**config.mk**
```make
export PLATFORM = sky130hd
export DESIGN_NAME = ecl_loader
export DESIGN_NICKNAME = d
export VERILOG_FILES = /design/src/ecl_pkg.sv /design/src/ecl_loader.sv /design/src/ecl_slot_map.sv /design/src/ecl_tl_map.sv
export VERILOG_INCLUDE_DIRS = /design/src
export SDC_FILE = /design/constraint.sdc
export NUM_CORES = 1
export LEC_CHECK = 0
export BUFFER_PORTS_ARGS = -buffer_cell sky130_fd_sc_hd__buf_2
export CAP_MARGIN = 10
export CORE_MARGIN = 3
export CORE_UTILIZATION = 49
export DETAILED_ROUTE_END_ITERATION = 8
export PLACE_DENSITY = 0.73
export SKIP_LAST_GASP = 1
export SLEW_MARGIN = 20
export SYNTH_ARGS = -nofsm -noshare
export SYNTH_HDL_FRONTEND = slang
export SYNTH_SLANG_ARGS = --single-unit
export TNS_END_PERCENT = 20
```
**constraint.sdc**
```tcl
create_clock -name hclk -period 2.1 [get_ports hclk]
set_clock_uncertainty 0.05 [all_clocks]
set_input_delay 0.315 -clock hclk [delete_from_list [all_inputs] [get_ports hclk]]
set_output_delay 0.315 -clock hclk [all_outputs]
set_load 0.05 [all_outputs]
```
**src/ecl_defs.svh**
```systemverilog
// constants for the configuration preset loader: offsets, fields, defaults
`ifndef ECL_DEFS_SVH
`define ECL_DEFS_SVH

// register indices; byte address is four times the index
`define ECL_IDX_P1_SLOT   8'h62
`define ECL_IDX_P2_SLOT   8'h64
`define ECL_IDX_P0_TL     8'h68
`define ECL_IDX_P1_TL     8'h6A
`define ECL_IDX_P2_TL     8'h6C
`define ECL_IDX_CTRL      8'h00
`define ECL_IDX_STATUS    8'h01

// preset word reset values
`define ECL_DEF_P1_SLOT   16'h0012
`define ECL_DEF_P2_SLOT   16'h0022
`define ECL_DEF_P0_TL     16'h0376
`define ECL_DEF_P1_TL     16'h0370
`define ECL_DEF_P2_TL     16'h0370

// number of preset words walked by the loader
`define ECL_WORD_CNT      5

// slot preset word source bit positions
`define ECL_SL_IMPL       0
`define ECL_SL_CONN_CLK   1
`define ECL_SL_INIT_REQ   2
`define ECL_SL_LPVC       3
`define ECL_SL_PNUM_LO    4
`define ECL_SL_PNUM_HI    6
`define ECL_SL_TCMAP_LO   9
`define ECL_SL_TCMAP_HI   15

// transaction preset word source bit positions
`define ECL_TL_PORT_DIS   0
`define ECL_TL_RST_SEL    1
`define ECL_TL_CLK_PM     2
`define ECL_TL_PM_L11     4
`define ECL_TL_APM_L11    5
`define ECL_TL_L1SS       6
`define ECL_TL_ARB_MODE   8
`define ECL_TL_GNT_MODE   9

// control and status fields
`define ECL_CTRL_RELOAD   0
`define ECL_STAT_DONE     0
`define ECL_STAT_BUSY     1

`endif

```
**src/ecl_pkg.sv**
```systemverilog
// types shared by the configuration preset loader
package ecl_pkg;

   // per-port slot image: destination fields of one slot preset word
   typedef struct packed {
      logic       slot_impl;    // slot implemented
      logic       conn_clock;   // runs from connector clock
      logic       init_req;     // device specific init needed
      logic       lpvc;         // channel 1 in low-priority group
      logic [2:0] port_num;     // logical port number
      logic [6:0] tc_vc0_map;   // traffic classes mapped to channel 0
   } ecl_slot_cfg_t;

   // per-port transaction-layer image
   typedef struct packed {
      logic port_dis;                  // port disable
      logic reset_sel;                 // reset select
      logic clk_pm_cap;                // clock power-management capable
      logic pm_l11_support;            // L1.1 under pci pm
      logic active_pm_l11_support;     // L1.1 under active-state pm
      logic l1_substate_support;       // L1 substates supported
      logic channel_arbitration_mode;  // channel arbitration mode
      logic grant_fail_mode;           // grant failure mode
   } ecl_tl_cfg_t;

   // loader sequencer states
   typedef enum logic [1:0] {
      ECL_ST_IDLE = 2'b00,
      ECL_ST_WALK = 2'b01,
      ECL_ST_DONE = 2'b10
   } ecl_state_t;

endpackage : ecl_pkg

```
**src/ecl_loader.sv**
```systemverilog
// configuration preset loader with an AHB-Lite register slave
//
// The AHB-Lite register port was chosen for this implementation.
`timescale 1ns/1ps
`include "ecl_defs.svh"

module ecl_loader
   import ecl_pkg::*;
#(
   parameter int WORD_W = 16,   // preset word width
   parameter int ADDR_W = 12    // decoded address bits
) (
   // clock and reset
   input  wire logic        hclk,
   input  wire logic        hresetn,
   // ahb-lite slave request
   input  wire logic        hsel,
   input  wire logic [31:0] haddr,
   input  wire logic [1:0]  htrans,
   input  wire logic        hwrite,
   input  wire logic [2:0]  hsize,
   input  wire logic [31:0] hwdata,
   input  wire logic        hready,
   // ahb-lite slave answer
   output logic             hreadyout,
   output logic             hresp,
   output logic [31:0]      hrdata,
   // slot images for ports 1 and 2
   output ecl_slot_cfg_t    p1_slot_cfg,
   output ecl_slot_cfg_t    p2_slot_cfg,
   // transaction-layer images for ports 0 to 2
   output ecl_tl_cfg_t      p0_tl_cfg,
   output ecl_tl_cfg_t      p1_tl_cfg,
   output ecl_tl_cfg_t      p2_tl_cfg,
   // all images applied; ports may take config traffic
   output logic             cfg_ready
);

   // the walk visits each preset word once; a new word means growing
   // this count, the slot decode and the apply strobes together
   localparam int NW = `ECL_WORD_CNT;   // preset words held

   // only ADDR_W address bits are decoded, so the map repeats above them
   // byte address of a register from its index
   function automatic logic [ADDR_W-1:0] reg_addr(input logic [7:0] idx);
      reg_addr = ADDR_W'({idx, 2'b00});
   endfunction : reg_addr

   // preset slot number of an address; NW when it is no preset
   function automatic logic [2:0] preset_slot(
      input logic [ADDR_W-1:0] a);
      preset_slot = (a == reg_addr(`ECL_IDX_P1_SLOT)) ? 3'h0 :
                    (a == reg_addr(`ECL_IDX_P2_SLOT)) ? 3'h1 :
                    (a == reg_addr(`ECL_IDX_P0_TL))   ? 3'h2 :
                    (a == reg_addr(`ECL_IDX_P1_TL))   ? 3'h3 :
                    (a == reg_addr(`ECL_IDX_P2_TL))   ? 3'h4 :
                                                        3'(NW);
   endfunction : preset_slot

   // reset values of the preset words, in slot order
   localparam logic [WORD_W-1:0] DEF [NW] = '{
      WORD_W'(`ECL_DEF_P1_SLOT), WORD_W'(`ECL_DEF_P2_SLOT),
      WORD_W'(`ECL_DEF_P0_TL),   WORD_W'(`ECL_DEF_P1_TL),
      WORD_W'(`ECL_DEF_P2_TL)};

   // ------------------------------------------------------------------
   // bus state
   // ------------------------------------------------------------------
   logic [ADDR_W-1:0] addr_q;       // address of the pending data phase
   logic              wr_q;         // write data phase pending
   logic              rd_q;         // read data phase, wait cycle
   logic              hreadyout_q;  // ready answer
   logic [31:0]       hrdata_q;     // read answer

   // preset storage, one word per slot
   logic [WORD_W-1:0] preset_q [NW];

   // sequencer state
   ecl_state_t        state_q;      // loader state
   ecl_state_t        state_d;      // next loader state
   logic [2:0]        idx_q;        // word being applied
   logic [2:0]        idx_d;        // next word
   logic              ready_q;      // images valid
   logic              ready_d;      // next ready

   // applied images
   ecl_slot_cfg_t     slot_q [2];   // ports 1 and 2
   ecl_tl_cfg_t       tl_q   [3];   // ports 0, 1 and 2

   // decoder outputs
   ecl_slot_cfg_t     slot_dec [2]; // decoded slot words
   ecl_tl_cfg_t       tl_dec   [3]; // decoded transaction words

   // ------------------------------------------------------------------
   // address phase and data phase decode
   // ------------------------------------------------------------------
   // a transfer is taken only when the previous data phase has ended
   wire               addr_ph   = hsel & htrans[1] & hready;
   wire [ADDR_W-1:0]  addr_in   = haddr[ADDR_W-1:0];
   wire [2:0]         wr_slot   = preset_slot(addr_q);
   // writes to unmapped places are dropped, still with an OKAY answer
   wire               wr_preset = wr_q & (wr_slot != 3'(NW));
   wire               wr_ctrl   = wr_q &
                                  (addr_q == reg_addr(`ECL_IDX_CTRL));
   // reload request: a one written to the control word
   wire               reload    = wr_ctrl & hwdata[`ECL_CTRL_RELOAD];
   wire               busy      = (state_q == ECL_ST_WALK);

   // read selection; presets sit in the low bits, the rest reads zero
   wire [2:0]         rd_slot   = preset_slot(addr_q);
   wire               rd_stat   = (addr_q ==
                                   reg_addr(`ECL_IDX_STATUS));
   // status: bit 1 busy while walking, bit 0 done once all are applied
   wire [31:0]        stat_word = {30'h0, busy, ready_q};
   wire [31:0]        rd_word   =
      (rd_slot != 3'(NW)) ? {{(32-WORD_W){1'b0}}, preset_q[rd_slot]} :
      rd_stat             ? stat_word :
                            32'h0000_0000;

   // address phase capture; the master holds its request while we wait
   always_ff @(posedge hclk or negedge hresetn) begin
      if (!hresetn) begin
         addr_q <= '0;
         wr_q   <= 1'b0;
         rd_q   <= 1'b0;
      end else begin
         if (addr_ph) begin
            addr_q <= addr_in;
         end
         wr_q <= addr_ph & hwrite;
         rd_q <= addr_ph & ~hwrite;
      end
   end

   // reads take one wait cycle so a write just before is always seen
   // trade-off: a wait cycle per read buys a fully registered hrdata
   always_ff @(posedge hclk or negedge hresetn) begin
      if (!hresetn) begin
         hreadyout_q <= 1'b1;
         hrdata_q    <= 32'h0000_0000;
      end else begin
         hreadyout_q <= ~(addr_ph & ~hwrite);
         if (rd_q) begin
            hrdata_q <= rd_word;
         end
      end
   end

   // preset words: software may replace any word; takes effect on load
   // nothing downstream sees a preset until the next walk copies it
   always_ff @(posedge hclk or negedge hresetn) begin
      if (!hresetn) begin
         for (int i = 0; i < NW; i++) begin
            preset_q[i] <= DEF[i];
         end
      end else if (wr_preset) begin
         preset_q[wr_slot] <= hwdata[WORD_W-1:0];
      end
   end

   // ------------------------------------------------------------------
   // word decoders
   // ------------------------------------------------------------------
   // port 1 slot word
   ecl_slot_map #(
      .WORD_W (WORD_W)
   ) u_p1_slot (
      .word (preset_q[0]),
      .cfg  (slot_dec[0])
   );

   // port 2 slot word, same layout
   ecl_slot_map #(
      .WORD_W (WORD_W)
   ) u_p2_slot (
      .word (preset_q[1]),
      .cfg  (slot_dec[1])
   );

   ecl_tl_map #(
      .WORD_W (WORD_W)
   ) u_p0_tl (
      .word (preset_q[2]),
      .cfg  (tl_dec[0])
   );

   ecl_tl_map #(
      .WORD_W (WORD_W)
   ) u_p1_tl (
      .word (preset_q[3]),
      .cfg  (tl_dec[1])
   );

   ecl_tl_map #(
      .WORD_W (WORD_W)
   ) u_p2_tl (
      .word (preset_q[4]),
      .cfg  (tl_dec[2])
   );

   // ------------------------------------------------------------------
   // load sequencer
   // ------------------------------------------------------------------
   // walks the words one per cycle; a reload restarts the walk so a
   // word changed mid-walk is never left half applied
   // limitation: reloads every few cycles can hold the walk off
   always_comb begin
      state_d = state_q;
      idx_d   = idx_q;
      ready_d = ready_q;
      unique case (state_q)
         // waiting for a reload request
         ECL_ST_IDLE, ECL_ST_DONE: begin
            if (reload) begin
               state_d = ECL_ST_WALK;
               idx_d   = 3'h0;
               ready_d = 1'b0;
            end
         end
         // applying word idx_q this cycle
         ECL_ST_WALK: begin
            if (reload) begin
               // restart: words already applied are applied again
               idx_d   = 3'h0;
            end else if (idx_q == 3'(NW - 1)) begin
               state_d = ECL_ST_DONE;
               ready_d = 1'b1;
            end else begin
               idx_d   = idx_q + 3'h1;
            end
         end
         // unused code: recover by walking again
         default: begin
            state_d = ECL_ST_WALK;
            idx_d   = 3'h0;
            ready_d = 1'b0;
         end
      endcase
   end

   // walk starts by itself on reset release
   always_ff @(posedge hclk or negedge hresetn) begin
      if (!hresetn) begin
         state_q <= ECL_ST_WALK;
         idx_q   <= 3'h0;
         ready_q <= 1'b0;
      end else begin
         state_q <= state_d;
         idx_q   <= idx_d;
         ready_q <= ready_d;
      end
   end

   // which image the current walk step writes
   // one strobe per step, so each image loads exactly once a walk
   wire apply_slot0 = busy & (idx_q == 3'h0);
   wire apply_slot1 = busy & (idx_q == 3'h1);
   wire apply_tl0   = busy & (idx_q == 3'h2);
   wire apply_tl1   = busy & (idx_q == 3'h3);
   wire apply_tl2   = busy & (idx_q == 3'h4);

   // slot images; zero until the first walk has written them
   always_ff @(posedge hclk or negedge hresetn) begin
      if (!hresetn) begin
         slot_q[0] <= '0;
         slot_q[1] <= '0;
      end else begin
         if (apply_slot0) begin
            slot_q[0] <= slot_dec[0];
         end
         if (apply_slot1) begin
            slot_q[1] <= slot_dec[1];
         end
      end
   end

   // transaction-layer images
   always_ff @(posedge hclk or negedge hresetn) begin
      if (!hresetn) begin
         tl_q[0] <= '0;
         tl_q[1] <= '0;
         tl_q[2] <= '0;
      end else begin
         if (apply_tl0) begin
            tl_q[0] <= tl_dec[0];
         end
         if (apply_tl1) begin
            tl_q[1] <= tl_dec[1];
         end
         if (apply_tl2) begin
            tl_q[2] <= tl_dec[2];
         end
      end
   end

   // ------------------------------------------------------------------
   // outputs, all straight from flops except hresp, which is tied low
   // ------------------------------------------------------------------
   assign hreadyout   = hreadyout_q;
   assign hresp       = 1'b0;           // always OKAY
   assign hrdata      = hrdata_q;
   assign p1_slot_cfg = slot_q[0];
   assign p2_slot_cfg = slot_q[1];
   assign p0_tl_cfg   = tl_q[0];
   assign p1_tl_cfg   = tl_q[1];
   assign p2_tl_cfg   = tl_q[2];
   // images read zero until the first walk; cfg_ready qualifies them
   assign cfg_ready   = ready_q;

endmodule : ecl_loader

```
**src/ecl_slot_map.sv**
```systemverilog
// maps one slot preset word onto its port's slot configuration fields
`timescale 1ns/1ps
`include "ecl_defs.svh"

module ecl_slot_map
   import ecl_pkg::*;
#(
   parameter int WORD_W = 16
) (
   // preset word in
   input  wire logic [WORD_W-1:0] word,
   // decoded image out
   output ecl_slot_cfg_t          cfg
);

   assign cfg.slot_impl  = word[`ECL_SL_IMPL];
   assign cfg.conn_clock = word[`ECL_SL_CONN_CLK];
   assign cfg.init_req   = word[`ECL_SL_INIT_REQ];
   assign cfg.lpvc       = word[`ECL_SL_LPVC];
   assign cfg.port_num   = word[`ECL_SL_PNUM_HI:`ECL_SL_PNUM_LO];
   assign cfg.tc_vc0_map = word[`ECL_SL_TCMAP_HI:`ECL_SL_TCMAP_LO];

endmodule : ecl_slot_map

```
**src/ecl_tl_map.sv**
```systemverilog
// maps one transaction preset word onto its port's control fields
`timescale 1ns/1ps
`include "ecl_defs.svh"

module ecl_tl_map
   import ecl_pkg::*;
#(
   parameter int WORD_W = 16
) (
   // preset word in
   input  wire logic [WORD_W-1:0] word,
   // decoded image out
   output ecl_tl_cfg_t            cfg
);

   assign cfg.port_dis                 = word[`ECL_TL_PORT_DIS];
   assign cfg.reset_sel                = word[`ECL_TL_RST_SEL];
   assign cfg.clk_pm_cap               = word[`ECL_TL_CLK_PM];
   assign cfg.pm_l11_support           = word[`ECL_TL_PM_L11];
   assign cfg.active_pm_l11_support    = word[`ECL_TL_APM_L11];
   assign cfg.l1_substate_support      = word[`ECL_TL_L1SS];
   assign cfg.channel_arbitration_mode = word[`ECL_TL_ARB_MODE];
   assign cfg.grant_fail_mode          = word[`ECL_TL_GNT_MODE];

endmodule : ecl_tl_map

```
Word level (Yosys, flattened, before mapping):

Index checks and enable logic that the tools add are counted.

* add/sub/neg operators: 1
* $lt $le $gt $ge: 2
* eq/ne operators: 17
* multiplexer cells: 25
* bitwise logic cells: 15
* reduce and logical (&&, ||, !) cells: 7

Operators with widths (count)
* bitwise mux 80 bit: 1
* 2-to-1 mux 16 bit: 4
* equality test 12 x 9 -> 1 bit (second input constant): 5
* binary-select mux 16 bit (select 3 bit): 1
* demux 16 bit (select 3 bit): 1
* 2-to-1 mux 3 bit: 7
* AND 1 bit: 12
* equality test 12 x 3 -> 1 bit (second input constant): 1
* logical NOT 12 bit: 1
* 2-to-1 mux 2 bit: 4
* equality test 3 x 2 -> 1 bit (second input constant): 2
* != test 3 bit (second input constant): 2
* case mux 3 bit (2 select lines): 1
* >= comparator 4 bit (second input constant): 1
* less-than comparator 4 x 1 -> 1 bit (second input constant): 1
* 2-to-1 mux 1 bit: 4
* != test 2 bit (second input constant): 2
* NOT 3 -> 4 bit: 1
* case mux 2 bit (2 select lines): 1
* adder 3 x 1 -> 3 bit (second input constant): 1
* equality test 3 x 1 -> 1 bit (second input constant): 1
* equality test 3 bit (second input constant): 1
* logical NOT 3 bit: 1
* AND reduction 3 bit: 1
* other kinds (9): 10

* register bits: 185
* input port bits: 74
* output and inout bits: 87
* logic and storage cells: 116

Depth between registers and ports, before layout:

* depth after elaboration: 12
* depth in mapped cells: 8
* gate-level depth less buffers: 7

Modules after synthesis:

Synthesis repeated with hierarchy kept, for this count alone.

* cell total of the unflattened synthesis: 606
* area total of the unflattened synthesis: 7857.5 um^2

Modules (own cells, without submodules)
* ecl_loader: instances 1, cells each 554, area an instance 7467.2 um^2
* ecl_slot_map: instances 2, cells each 14, area an instance 105.1 um^2
* ecl_tl_map: instances 3, cells each 8, area an instance 60.1 um^2

Least setup slack after synthesis:

OpenSTA, ideal clock, no wires.

* path type: reg2reg
* start: register addr_q[4]
* end: register hrdata_q[13], in the netlist hrdata[13]
* library setup time: 0.135 ns
* arrival time: 2.007 ns
* data required time: 1.915 ns
* setup slack: -0.093 ns
* stages on the path, launching flop included: 8
* path buffers: 3
* period minus slack after synthesis: 2.193 ns
* cells stage by stage: dfrtp_1 > buf_6 > or4_4 > or4_1 > buf_2 > buf_6 > a221oi_2 > o22ai_1

* word-level cells in the longest chain between the ends: 11
* elaborated cells on any way between the ends: 16
* classes of those cells: 6 x eq/ne; 9 x mux; 1 x bitwise

RTL lines
* from (decl): RTL line ecl_loader.sv:69 `logic [ADDR_W-1:0] addr_q;`
* from (signal assigned): RTL line ecl_loader.sv:128 `addr_q <= addr_in;`
* equality test 12 x 9 -> 1 bit: RTL line ecl_loader.sv:56 `` (a == reg_addr(`ECL_IDX_P2_TL)) ? 3'h4 : ``
* 2-to-1 mux 1 bit: RTL line ecl_loader.sv:56
* 2-to-1 mux 3 bit: RTL line ecl_loader.sv:55 `` (a == reg_addr(`ECL_IDX_P1_TL)) ? 3'h3 : ``
* 2-to-1 mux 3 bit: RTL line ecl_loader.sv:54 `` (a == reg_addr(`ECL_IDX_P0_TL)) ? 3'h2 : ``
* 2-to-1 mux 3 bit: RTL line ecl_loader.sv:53 `` (a == reg_addr(`ECL_IDX_P2_SLOT)) ? 3'h1 : ``
* 2-to-1 mux 3 bit (*): RTL line ecl_loader.sv:52 `` preset_slot = (a == reg_addr(`ECL_IDX_P1_SLOT)) ? 3'h0 : ``
* NOT 3 -> 4 bit (not written as such): RTL line ecl_loader.sv:116 `(rd_slot != 3'(NW)) ? {{(32-WORD_W){1'b0}}, preset_q[rd_slot]} :`
* binary-select mux 16 bit (select 3 bit): RTL line ecl_loader.sv:116
* 2-to-1 mux 16 bit (not written as such) (2 in series): RTL line ecl_loader.sv:116
* 2-to-1 mux 16 bit (*): RTL line ecl_loader.sv:116
* to (signal assigned): RTL line ecl_loader.sv:144 `hrdata_q <= rd_word;`
* to (decl): RTL line ecl_loader.sv:73 `logic [31:0] hrdata_q;`

Mark *: on every way between the ends. The rest lies on a longest branch, timed or not. The select of a mux whose other input is x is not followed.
A chain may end at the register's enable or synchronous reset.

Final worst setup path:

* start: register addr_q[10]
* end: register hrdata_q[13], in the netlist hrdata[13]

The elaborated chain is that of the path after synthesis.

==> results.toml <==
[outcome]
status = "complete, but fails checks"
violations = "setup timing"

[global_routing]
grt_pass1_vias = 5654
grt_pass1_wl_um = 30430
grt_max_degree = 59
grt.overflow.total = 0
grtUsageTotal = 0.2342
antenna_found_initial = 0

[route]
vias_per_cell = 5.656
wl_met3_um = 1015
vias = 5396
drc = 0
ant_nets = 0
drt-total-wl_um = 19210
met1_length_um = 8195
routed.top_layer = "met4"
dr.pass1.iters = 5
drt-initial-drc-count = 311
wl_met2_um = 9623
wire_per_inst_um = 20.13

[timing]
worst_pin_slew_ps = 644.8
fin_ws_ps = -46.48
period_needed_ps = 2146
rsz0062_at_grt = "true"
drv_slew = 0
slew_headroom = 0.5689
fin_crit_sh = 1.022
setup_viol = 28
fmax_mhz = 465.9
finalHoldViolations = 0

[power]
leakagePower_nw = 4.391
ir_drop_mv = 0.6794
power_mw = 9.065
power_density_mw_per_mm2 = 946.7

[flow_run]
drv_cap = 0

[setup_path]
critPathKind = "reg -> reg"
rr_worst_depth = 5
worstSetupStartpointType = "flop"
worst_ep_required_time_ps = 2360
cpMostUsedCell = "or4_4"
cp_cell_sequence = "or4_4 -> or4_4 -> buf_12 -> a221oi_2 -> o22ai_1"
cp_num_cells = 5
path_delay_family = "simple AND/OR/NAND/NOR gates"
cp_slowest_stage_delay_ps = 560
cp-end-kind = "flop"
crit_arrival_ps = 2410
slowest_stage = "or4_4"
path_max_fanout = 13
crit_buf_inv = 1

[synthesis]
synth_area_mm2 = 0.007582
ys_warn_count = 0
synth_seq_area_share = 0.5583
synth_cell_types = 57
synthCells = 598
dominantRegCellSynth = "dfrtp_1"
avgSynthCellArea_um2 = 12.68
ys_ff_latch = 168
ys_async_sr_fraction = 1.000
synth-edff-count = 0

[cts]
htreeDepth = 4
cts_tree = "built"
clock_latency_ps = 440
clockBufferDepth = 2
cts-root-buf = "clkbuf_16"
numCtsBuffers = 17
numClockSinks = 168
cts.clk_slew.worst_paths_ps = 60

[floorplanning]
initial_utilization = 0.5120
die_y_um = 130.4
die_area_mm2 = 0.01700
row_count = 44
io_pins = 161
fp.coreArea_mm2 = 0.01481
die_w_um = 130.4

[finish]
antenna_cells = 0
area_growth_pct = 26.29
final_common_cell = "dfrtp_1"
fin_area_mm2 = 0.009575
final_cell_mix = "144 x dfrtp_1, 142 x mux2_2, 102 x buf_2"
final_nets = 836
drive_above_1_share = 0.5130

[place]
io_buffers = 103
preCtsSetupSlack_ps = -137.5
place.gp.congestion = 0.8487
placed_area_mm2 = 0.008687
dp_hpwl_um = 13350

[min_path]
hold_depth = 2
hp-class = "in -> reg"
==> flip-flops by register name, indices dropped and copies added (netlist names) <==
name,flops
preset_q,80
hrdata,16
p1_slot_cfg,14
p2_slot_cfg,14
addr_q,12
p0_tl_cfg,8
p1_tl_cfg,8
p2_tl_cfg,8
idx_q,3
state_q,2
hreadyout,1
rd_q,1
wr_q,1
==> kinds of logic (layout without fill, tap and decap cells) <==
kind of cell | Yosys count | count (layout) | synth area share
and+or+nand+nor | 159 | 159 | 0.1173
xor gates and xnor gates | 1 | 1 | 0.001155
other | 1 | 17 | 0.0004946
adders and majority gates | 5 | 5 | 0.008251
AOI/OAI and AO/OA | 55 | 55 | 0.05000
muxes | 148 | 148 | 0.2191
DFF | 168 | 168 | 0.5583
buffers and inverters | 61 | 217 | 0.04538
==> metal layers <==
metal	vias up	track usage
met4	0	0.08953
met1	2753	0.3070
met5	-	0
met2	177	0.3865
li1	2434	-
met3	32	0.04878
==> final cells by class <==
cell class                      count  area [µm²]
Fill cell                        1095        5234
Inverter                           13       48.80
Timing Repair Buffer              172        1246
Tap cell                          184       230.2
Sequential cell                   168        4234
Clock buffer                       18       429.2
Multi-Input combinational cell    385        3181
Clock inverter                     14       206.4
==> worst paths after layout <==
check	from	slack [ps]	end
max in group asynchronous	hresetn	960	preset_q[53]
min in group asynchronous	hresetn	360	addr_q[8]
setup / recovery	addr_q[10]	-50	hrdata[13]
setup reg to reg	addr_q[10]	-50	hrdata[13]
hold / removal	haddr[9]	60	addr_q[9]
hold reg to reg	p1_slot_cfg[8]	450	p1_slot_cfg[8]
==> synthesized netlist by cell type, types with 2 or more instances <==
| library cell | n | area (µm²) |
|---|---|---|
| dfrtp_1 | 145 | 3628 |
| mux2_2 | 142 | 1599 |
| nand2_1 | 34 | 127.6 |
| nor2_1 | 32 | 120.1 |
| dfstp_2 | 23 | 604.3 |
| buf_4 | 18 | 135.1 |
| clkbuf_1 | 17 | 63.81 |
| nand2b_1 | 16 | 100.1 |
| and3_1 | 15 | 93.84 |
| o21ai_0 | 15 | 75.07 |
| nand4_1 | 14 | 87.58 |
| nor3_1 | 14 | 70.07 |
| inv_1 | 12 | 45.04 |
| o211ai_1 | 11 | 82.58 |
| a21oi_1 | 10 | 50.05 |
| buf_2 | 8 | 40.04 |
| nand3_1 | 8 | 40.04 |
| buf_6 | 5 | 56.30 |
| ha_1 | 5 | 62.56 |
| mux2i_1 | 4 | 40.04 |
| nor2b_1 | 4 | 25.02 |
| or4_1 | 3 | 22.52 |
| a211o_1 | 2 | 17.52 |
| a22o_1 | 2 | 17.52 |
| a31oi_1 | 2 | 12.51 |
| a41o_1 | 2 | 20.02 |
| mux2_1 | 2 | 22.52 |
| nor3b_1 | 2 | 15.01 |
| nor4_1 | 2 | 12.51 |
| o2bb2ai_1 | 2 | 17.52 |
==> metrics by stage <==
step	hold slack [ps]	instances	setup TNS, ps	util
3_3_place_gp	271.2	914	-4478	0.5866
6_report	59.16	954	-649.8	0.6466
3_5_place_dp	285.2	914	-4736	0.5866
4_1_cts	47.08	952	-1165	0.6379
2_1_floorplan	-30.59	614	-574.3	-
5_1_grt	66.87	954	-4138	0.6466
==> report_power, final <==
part           internal, mW  total (mW)  switching [mW]
combinational         0.629        1.85            1.22
sequential             3.57        3.83           0.264
clock                  2.02        3.39            1.37
total                  6.22        9.07            2.85
==> what timing repair did <==
action,in CTS,in global routing
pin swaps,2,12
setup endpoints to repair,78,88
hold buffers,1,0
buffers inserted,5,4
cloned,0,0
endpoints found under the hold margin,46,0
gates resized for setup,11,25
No activity file was read; power rests on OpenSTA's default activity.
